**src/rtl/cff_pkg.sv**
```systemverilog
package cff_pkg;

  // register offsets
  localparam logic [7:0] CFF_ADDR_SUMMARY = 8'h18;
  localparam logic [7:0] CFF_ADDR_EV01 = 8'h19;
  localparam logic [7:0] CFF_ADDR_EV23 = 8'h1a;
  localparam logic [7:0] CFF_ADDR_THERM = 8'h1b;
  localparam logic [7:0] CFF_ADDR_LIVE01 = 8'h1c;
  localparam logic [7:0] CFF_ADDR_LIVE23 = 8'h1d;
  localparam logic [7:0] CFF_ADDR_MASK01 = 8'h1f;
  localparam logic [7:0] CFF_ADDR_MASK23 = 8'h20;

  // layout: one nibble per core, core 0/2 low, core 1/3 high
  localparam int CFF_NUM_CORES = 4;
  localparam int CFF_NIBBLE = 4;
  localparam int CFF_EV_ILIM_BIT = 0;
  localparam int CFF_EV_SC_BIT = 1;
  localparam int CFF_EV_PG_BIT = 2;
  localparam int CFF_LIVE_ILIM_BIT = 0;
  localparam int CFF_LIVE_PG_BIT = 2;
  localparam int CFF_LIVE_EN_BIT = 3;
  localparam int CFF_MASK_ILIM_BIT = 0;
  localparam int CFF_MASK_PG_BIT = 2;
  localparam int CFF_THERM_WARN_BIT = 2;
  localparam int CFF_THERM_SD_BIT = 3;
  localparam int CFF_SUMMARY_BASE = 4;

  // reset values
  localparam logic [7:0] CFF_EV_RESET = 8'h00;
  localparam logic [7:0] CFF_MASK_RESET = 8'h55;
  localparam logic [7:0] CFF_MASK_WRITABLE = 8'h55;
  localparam logic [7:0] CFF_ZERO_BYTE = 8'h00;

  // start-up timeout: 1 ms at a 5 ns clock
  localparam int CFF_CLK_PERIOD_PS = 5000;
  localparam int CFF_PS_PER_MS = 1000000000;
  localparam int CFF_STARTUP_TIMEOUT_MS = 1;
  localparam int CFF_STARTUP_CYCLES = (CFF_STARTUP_TIMEOUT_MS * CFF_PS_PER_MS) / CFF_CLK_PERIOD_PS;
  localparam int CFF_TMR_W = 18;

  // live analog conditions of one core
  typedef struct packed {
    logic enabled;
    logic above_pgood;
    logic above_short;
    logic currlim;
  } cff_live_s;

  // latched events of one core
  typedef struct packed {
    logic pgood;
    logic shorted;
    logic currlim;
  } cff_event_s;

  // start-up tracking states
  typedef enum logic [2:0] {
    CFF_ST_OFF = 3'b001,
    CFF_ST_RAMP = 3'b010,
    CFF_ST_RUN = 3'b100
  } cff_state_e;

endpackage

```
**src/rtl/cff_core_events.sv**
```systemverilog
`timescale 1ns/1ps
module cff_core_events import cff_pkg::*; #(
  parameter int STARTUP_CYCLES = CFF_STARTUP_CYCLES
) (
  // clock and reset
  input wire logic i_clock,
  input wire logic i_reset,
  // live conditions and write-one clear
  input wire cff_live_s i_live,
  input wire cff_event_s i_clear,
  // latched flags
  output cff_event_s o_flags
);

  localparam logic [CFF_TMR_W-1:0] TMR_LAST = CFF_TMR_W'(STARTUP_CYCLES - 1);
  localparam logic [CFF_TMR_W-1:0] TMR_ONE = CFF_TMR_W'(1);
  localparam logic [CFF_TMR_W-1:0] TMR_ZERO = CFF_TMR_W'(0);

  cff_state_e state_reg, state_next; // start-up tracker
  logic [CFF_TMR_W-1:0] timer_reg, timer_next; // cycles spent in the ramp state, zero otherwise
  logic prev_pg_reg; // last power-good level, for the rising edge
  cff_event_s flags_reg, flags_next;
  cff_event_s set_ev; // events seen this cycle

  wire timeout_hit = (state_reg == CFF_ST_RAMP) && (timer_reg == TMR_LAST) && !i_live.above_short;

  // next state: off -> ramping on enable, running once the output is up or the start-up timeout hits
  always_comb begin
    state_next = state_reg;
    unique case (state_reg)
      CFF_ST_OFF: begin
        if (i_live.enabled) begin
          state_next = CFF_ST_RAMP;
        end
      end
      CFF_ST_RAMP: begin
        if (!i_live.enabled) begin
          state_next = CFF_ST_OFF;
        end else if (i_live.above_short || timeout_hit) begin
          state_next = CFF_ST_RUN;
        end
      end
      CFF_ST_RUN: begin
        if (!i_live.enabled) begin
          state_next = CFF_ST_OFF;
        end
      end
    endcase
  end

  // timer only runs while ramping
  assign timer_next = (state_reg == CFF_ST_RAMP) ? timer_reg + TMR_ONE : TMR_ZERO;

  // event sources
  assign set_ev.pgood = i_live.above_pgood && !prev_pg_reg; // RULE1
  assign set_ev.shorted = timeout_hit // RULE3
    || ((state_reg == CFF_ST_RUN) && i_live.enabled && !i_live.above_short); // RULE2
  assign set_ev.currlim = i_live.currlim; // RULE4

  // set beats clear so no event is lost
  assign flags_next = (flags_reg & ~i_clear) | set_ev; // RULE5

  // state registers
  always_ff @(posedge i_clock) begin
    if (i_reset) begin
      state_reg <= CFF_ST_OFF;
      timer_reg <= TMR_ZERO;
      prev_pg_reg <= 1'b0;
      flags_reg <= '0;
    end else begin
      state_reg <= state_next;
      timer_reg <= timer_next;
      prev_pg_reg <= i_live.above_pgood;
      flags_reg <= flags_next;
    end
  end

  assign o_flags = flags_reg;
endmodule // cff_core_events

```
**src/rtl/cff_fault_flags.sv**
```systemverilog
`timescale 1ns/1ps
// What this block does
// RULE1: latch power-good reached event per core
// RULE2: latch short when running output below 0.35V
// RULE3: latch short if no rise within 1 ms
// RULE4: latch current-limit event while limiting active
// RULE5: writing one clears flag, zero leaves it
// RULE6: read-only live thermal shutdown bit
// RULE7: read-only live thermal warning bit
// RULE8: per-core read-only enabled status bit
// RULE9: per-core power-good status, inverted sense
// RULE10: per-core read-only current-limit status bit
// RULE11: live status bits unlatched, writes ignored
// RULE12: mask bit blocks interrupt, not status
// RULE13: per-core summary set while any flag pending
// RULE14: interrupt active while unmasked flag pending
// RULE15: reserved bits read zero, ignore writes
module cff_fault_flags import cff_pkg::*; #(
  parameter int STARTUP_CYCLES = CFF_STARTUP_CYCLES
) (
  // clock and reset
  input wire logic i_clock,
  input wire logic i_reset,
  // register access port
  input wire logic [7:0] i_reg_addr,
  input wire logic i_reg_write,
  input wire logic i_reg_read,
  input wire logic [7:0] i_reg_wdata,
  output logic [7:0] o_reg_rdata,
  // live conditions from the analog side
  input wire cff_live_s [CFF_NUM_CORES-1:0] i_core_live,
  input wire logic i_thermal_shutdown,
  input wire logic i_thermal_warning,
  // interrupt, active high
  output logic o_irq
);

  cff_event_s [CFF_NUM_CORES-1:0] flags; // latched events per core
  cff_event_s [CFF_NUM_CORES-1:0] clear; // write-one strobes per core
  logic [CFF_NUM_CORES-1:0] core_pending; // summary per core
  logic [CFF_NUM_CORES-1:0] core_unmasked; // pending and allowed to interrupt
  logic [7:0] mask01_reg, mask01_next;
  logic [7:0] mask23_reg, mask23_next;
  logic [7:0] rdata_reg, rdata_next;
  logic irq_reg, irq_next;

  // write decodes
  wire wr_ev01 = i_reg_write && (i_reg_addr == CFF_ADDR_EV01);
  wire wr_ev23 = i_reg_write && (i_reg_addr == CFF_ADDR_EV23);
  wire wr_mask01 = i_reg_write && (i_reg_addr == CFF_ADDR_MASK01);
  wire wr_mask23 = i_reg_write && (i_reg_addr == CFF_ADDR_MASK23);

  // assembled read images
  logic [7:0] ev01_img, ev23_img, live01_img, live23_img, therm_img, summary_img;
  logic [15:0] ev_all, live_all, mask_all;
  assign mask_all = {mask23_reg, mask01_reg};

  // one slice per core: flag logic, images and mask gating
  for (genvar c = 0; c < CFF_NUM_CORES; c++) begin : g_core
    localparam int LO = c * CFF_NIBBLE;
    wire wr_this = (c < 2) ? wr_ev01 : wr_ev23;
    // only ones written into this core's nibble clear anything
    assign clear[c].pgood = wr_this && i_reg_wdata[(LO % 8) + CFF_EV_PG_BIT]; // RULE5
    assign clear[c].shorted = wr_this && i_reg_wdata[(LO % 8) + CFF_EV_SC_BIT]; // RULE5
    assign clear[c].currlim = wr_this && i_reg_wdata[(LO % 8) + CFF_EV_ILIM_BIT]; // RULE5

    cff_core_events #(
      .STARTUP_CYCLES(STARTUP_CYCLES)
    ) u_events (
      .i_clock(i_clock),
      .i_reset(i_reset),
      .i_live(i_core_live[c]),
      .i_clear(clear[c]),
      .o_flags(flags[c])
    );

    // event image: bit 3 reserved, reads zero
    assign ev_all[LO +: CFF_NIBBLE] = {1'b0, flags[c].pgood, flags[c].shorted, flags[c].currlim}; // RULE15
    // live image: bit 1 reserved; power-good reads 1 when below threshold
    assign live_all[LO + CFF_LIVE_EN_BIT] = i_core_live[c].enabled; // RULE8
    assign live_all[LO + CFF_LIVE_PG_BIT] = !i_core_live[c].above_pgood; // RULE9
    assign live_all[LO + 1] = 1'b0; // RULE15
    assign live_all[LO + CFF_LIVE_ILIM_BIT] = i_core_live[c].currlim; // RULE10
    assign core_pending[c] = |flags[c]; // RULE13
    // short events have no mask bit and always interrupt
    assign core_unmasked[c] = (flags[c].pgood && !mask_all[LO + CFF_MASK_PG_BIT]) // RULE12
      || (flags[c].currlim && !mask_all[LO + CFF_MASK_ILIM_BIT]) // RULE12
      || flags[c].shorted;
  end

  assign ev01_img = ev_all[7:0];
  assign ev23_img = ev_all[15:8];
  assign live01_img = live_all[7:0];
  assign live23_img = live_all[15:8];
  // thermal image: only bits 3 and 2 are live
  assign therm_img = {4'h0, i_thermal_shutdown, i_thermal_warning, 2'h0}; // RULE6 RULE7
  // summary image: upper nibble only, other sources live elsewhere
  assign summary_img = {core_pending, 4'h0}; // RULE13

  // masks keep only their defined bits; mask registers never touch live images
  assign mask01_next = wr_mask01 ? (i_reg_wdata & CFF_MASK_WRITABLE) : mask01_reg; // RULE12 RULE15
  assign mask23_next = wr_mask23 ? (i_reg_wdata & CFF_MASK_WRITABLE) : mask23_reg; // RULE12 RULE15

  // read mux; live bits pass straight through, unmapped reads zero
  assign rdata_next = !i_reg_read ? rdata_reg :
    (i_reg_addr == CFF_ADDR_SUMMARY) ? summary_img :
    (i_reg_addr == CFF_ADDR_EV01) ? ev01_img :
    (i_reg_addr == CFF_ADDR_EV23) ? ev23_img :
    (i_reg_addr == CFF_ADDR_THERM) ? therm_img : // RULE11
    (i_reg_addr == CFF_ADDR_LIVE01) ? live01_img : // RULE11
    (i_reg_addr == CFF_ADDR_LIVE23) ? live23_img : // RULE11
    (i_reg_addr == CFF_ADDR_MASK01) ? mask01_reg :
    (i_reg_addr == CFF_ADDR_MASK23) ? mask23_reg : CFF_ZERO_BYTE;

  // interrupt follows the flags; registered so the pin never glitches
  assign irq_next = |core_unmasked; // RULE14

  // register state
  always_ff @(posedge i_clock) begin
    if (i_reset) begin
      mask01_reg <= CFF_MASK_RESET;
      mask23_reg <= CFF_MASK_RESET;
      rdata_reg <= CFF_ZERO_BYTE;
      irq_reg <= 1'b0;
    end else begin
      mask01_reg <= mask01_next;
      mask23_reg <= mask23_next;
      rdata_reg <= rdata_next;
      irq_reg <= irq_next;
    end
  end

  assign o_reg_rdata = rdata_reg;
  assign o_irq = irq_reg;
endmodule // cff_fault_flags

```
**config.mk**
```make
export PLATFORM = sky130hd
export DESIGN_NAME = cff_fault_flags
export DESIGN_NICKNAME = d
export VERILOG_FILES = /design/src/rtl/cff_pkg.sv /design/src/rtl/cff_core_events.sv /design/src/rtl/cff_fault_flags.sv
export SDC_FILE = /design/constraint.sdc
export NUM_CORES = 1
export LEC_CHECK = 0
export ABC_AREA = 1
export BUFFER_PORTS_ARGS = -buffer_cell sky130_fd_sc_hd__buf_2
export CORE_MARGIN = 1.5
export CORE_UTILIZATION = 50
export CTS_CLUSTER_SIZE = 12
export DETAILED_ROUTE_END_ITERATION = 10
export PLACE_DENSITY = 0.68
export SYNTH_ARGS = -nofsm -noshare
export SYNTH_HDL_FRONTEND = slang
export SYNTH_SLANG_ARGS = --single-unit
```
**constraint.sdc**
```tcl
create_clock -name i_clock -period 4.5 [get_ports i_clock]
set_input_delay 0.45 -clock i_clock [delete_from_list [all_inputs] [get_ports i_clock]]
set_output_delay 0.45 -clock i_clock [all_outputs]
set_load 0.05 [all_outputs]
```
==> results_dict.tcl <==
set metrics [dict create \
    endpoint_kind "flop" \
    die_width_um 111.6 \
    p_int_w 0.002086 \
    p_leak_nw 2.784 \
    clkTransAtPathRegs_ns 0.06 \
    async_flop_share 0 \
    ctsRootBufferMaster "clkbuf_16" \
    design_area_um2 6893 \
    placedCellCount 1018 \
    tightestPinTransition_ns 0.7166 \
    ys_warn_count 0 \
    p_seq_frac 0.400 \
    n_fill_cell 1051 \
    synthTopCellsByCount "nand2_1 (149), inv_1 (136), dfxtp_1 (117), nor2_1 (81), a21oi_1 (60)" \
    syn_to_final_growth_pct 16.96 \
    io_buffers 44 \
    cp.arrival_ns 2.72 \
    htree_levels 4 \
    worstSetupPathType "in2reg" \
    grt_use_total 0.2247 \
    combPwrFrac 0.047 \
    synth.top_cell.area_share 0.3975 \
    swShare 0.2232 \
    ioPinCount 47 \
    path_max_fanout 26 \
    finalCriticalPeriod_ns 2.408 \
    syn_nets 884 \
    cts_hold_buf 0 \
    clkSinkCount 117 \
    cts_setup_buffers 0 \
    grt_first_pass_wirelength_um 22830 \
    core-area_um2 11470 \
    first_iter_violations 356 \
    slew_headroom 0.5193 \
    synth_edf_count 0 \
    drive_above_1_share 0.1466 \
    wl_um 13520 \
    yosysUniqueCellTypes 45 \
    post-synth-top-count-cell "nand2_1" \
    nets 936 \
    placed_area_um2 6240 \
    dp_hpwl_um 10060 \
    cts_buffers 17 \
    hold_path_class "in2reg" \
    finalHoldViolCount 0 \
    synth_seq_cells 117 \
    clock_latency_ns 0.42 \
    syn_area_per_cell_um2 6.999 \
    die_h_um 111.6 \
    dieArea_um2 12450 \
    final_antenna_net_count 0 \
    grt_pass1_vias 5186 \
    synthFlopType "dfxtp_1" \
    cts_tree "done" \
    antenna_found_initial 0 \
    gp_congestion 0.8942 \
    initial_core_util 0.5139 \
    ys_top_cells_by_area "dfxtp_1 (40%), nand2_1 (9.5%), inv_1 (8.7%)" \
    slew_violations 0 \
    netlist_instances 842 \
    fin_setup_tns_ns 0 \
    post_drt_wl_per_cell_um 12.87 \
    route.detailed.drc 0 \
    skew_ns 0.006824 \
    cts-resized-gates 0 \
    p_sw_w 0.0005993 \
    critPathLaunchType "input port" \
    clkPwrFrac 0.553 \
    fin_hold_ws_ns 0.2656 \
    status "finished, final reports clean" \
    maxCapViolCount 0 \
    grt_max_degree 27 \
    antenna_cells 0 \
    num_rows 39 \
    fin_crit_sh 0.5351 \
    fin_cells 1050 \
    powerDensity_nw_per_um2 389.6 \
    dr.pass1.iters 6 \
    syn_area_um2 5893 \
    finalSetupViolCount 0 \
    ir_drop_v 0.0005033 \
    grt_overflow 0 \
    clock_path_buffers 2 \
    largest_reg_flops 72 \
    required_ns 4.81 \
    yosysTopAreaCell "dfxtp_1" \
    max_freq_mhz 415.3 \
    vias 5570 \
    viasPerCell 5.305 \
    ys_seq_area_frac 0.3975 \
    rsz0062_at_grt "false" \
]
power groups by stage:
stage / sequential, W / combinational [W] / clock, W
floorplan: 0.00110 / 0.0000799 / 0
global placement: 0.00110 / 0.000120 / 0
detailed placement: 0.00110 / 0.000125 / 0
CTS: 0.00107 / 0.000126 / 0.00151
global route: 0.00108 / 0.000143 / 0.00156
finish: 0.00108 / 0.000126 / 0.00148
stage by stage:
stage          worst slack (ns)  utilization  power, W
6_report                  2.092       0.6011  0.002685
5_1_grt                   1.887       0.6011  0.002775
4_1_cts                   2.069       0.6011  0.002711
3_5_place_dp              1.650       0.5441  0.001222
3_3_place_gp              1.708       0.5441  0.001216
2_1_floorplan             3.020            -  0.001177
area by class of cell:
class | instances | area, um^2 | area share
flip-flops and latches | 117 | 2342 | 0.3398
repair buffers | 44 | 220.2 | 0.03195
multi-input cells | 563 | 2930 | 0.4251
clock inverters | 15 | 227.7 | 0.03304
well taps | 143 | 178.9 | 0.02596
clock buffers | 17 | 425.4 | 0.06172
inverters | 151 | 568.0 | 0.08241
worst max-delay path, stage by stage:
cell	delay (ns)
buf_2	0.46
clkinv_1	0.76
nand2_1	0.79
o21bai_1	0.20
a21oi_1	0.05
path summary, 6_finish.rpt:
check / start / end / slack (ns) / cells after the start
min: i_core_live[14] / g_core[3].u_events.prev_pg_reg / 0.27 / 3
max: i_reset / g_core[2].u_events.timer_reg[7] / 2.09 / 5
max reg2reg: g_core[3].u_events.timer_reg[0] / g_core[3].u_events.state_reg[2] / 2.74 / 7
min reg2reg: g_core[2].u_events.prev_pg_reg / g_core[2].u_events.o_flags[2] / 0.43 / 1
layout by cell type, fill, tap and decap left out, types with 4 or more instances in the layout:
cell / instances
nand2_1: 149
inv_1: 136
dfxtp_1: 117
nor2_1: 81
a21oi_1: 60
nand3_1: 53
buf_2: 44
o21ai_0: 35
nor3_1: 29
nand4_1: 24
clkbuf_16: 17
inv_2: 13
o21ai_1: 12
o211ai_1: 12
nor4_1: 11
o22ai_1: 10
nor3_2: 9
nor2_2: 9
nor3b_1: 7
or2_2: 5
nand2_2: 5
nand3b_1: 5
bufinv_16: 5
nor2_4: 4
nor3b_2: 4
or2_0: 4
o21a_1: 4
ha_1: 4
layer usage:
layer | GRT usage | vias to the layer above | share of wire | wire length, um
met2 | 0.3718 | 121 | 0.48 | 6423
met3 | 0.05716 | 15 | 0.051 | 684
met4 | 0.09283 | 0 | 0.015 | 207
li1 | - | 2888 | - | -
met1 | 0.2800 | 2546 | 0.46 | 6200
met5 | 0 | - | 0 | 0
logic make-up (layout without fill, tap and decap cells):
group                    Yosys count  in the layout  synth area share
buffers and inverters            162            227            0.1053
flip-flops                       117            117            0.3975
AND/OR/NAND/NOR                  406            406            0.3401
adder cells (fa/ha/maj)            4              4          0.008493
XOR/XNOR                           6              6          0.008919
AO/OA/AOI/OAI                    147            147            0.1397
(Power assumes the default switching activity.)
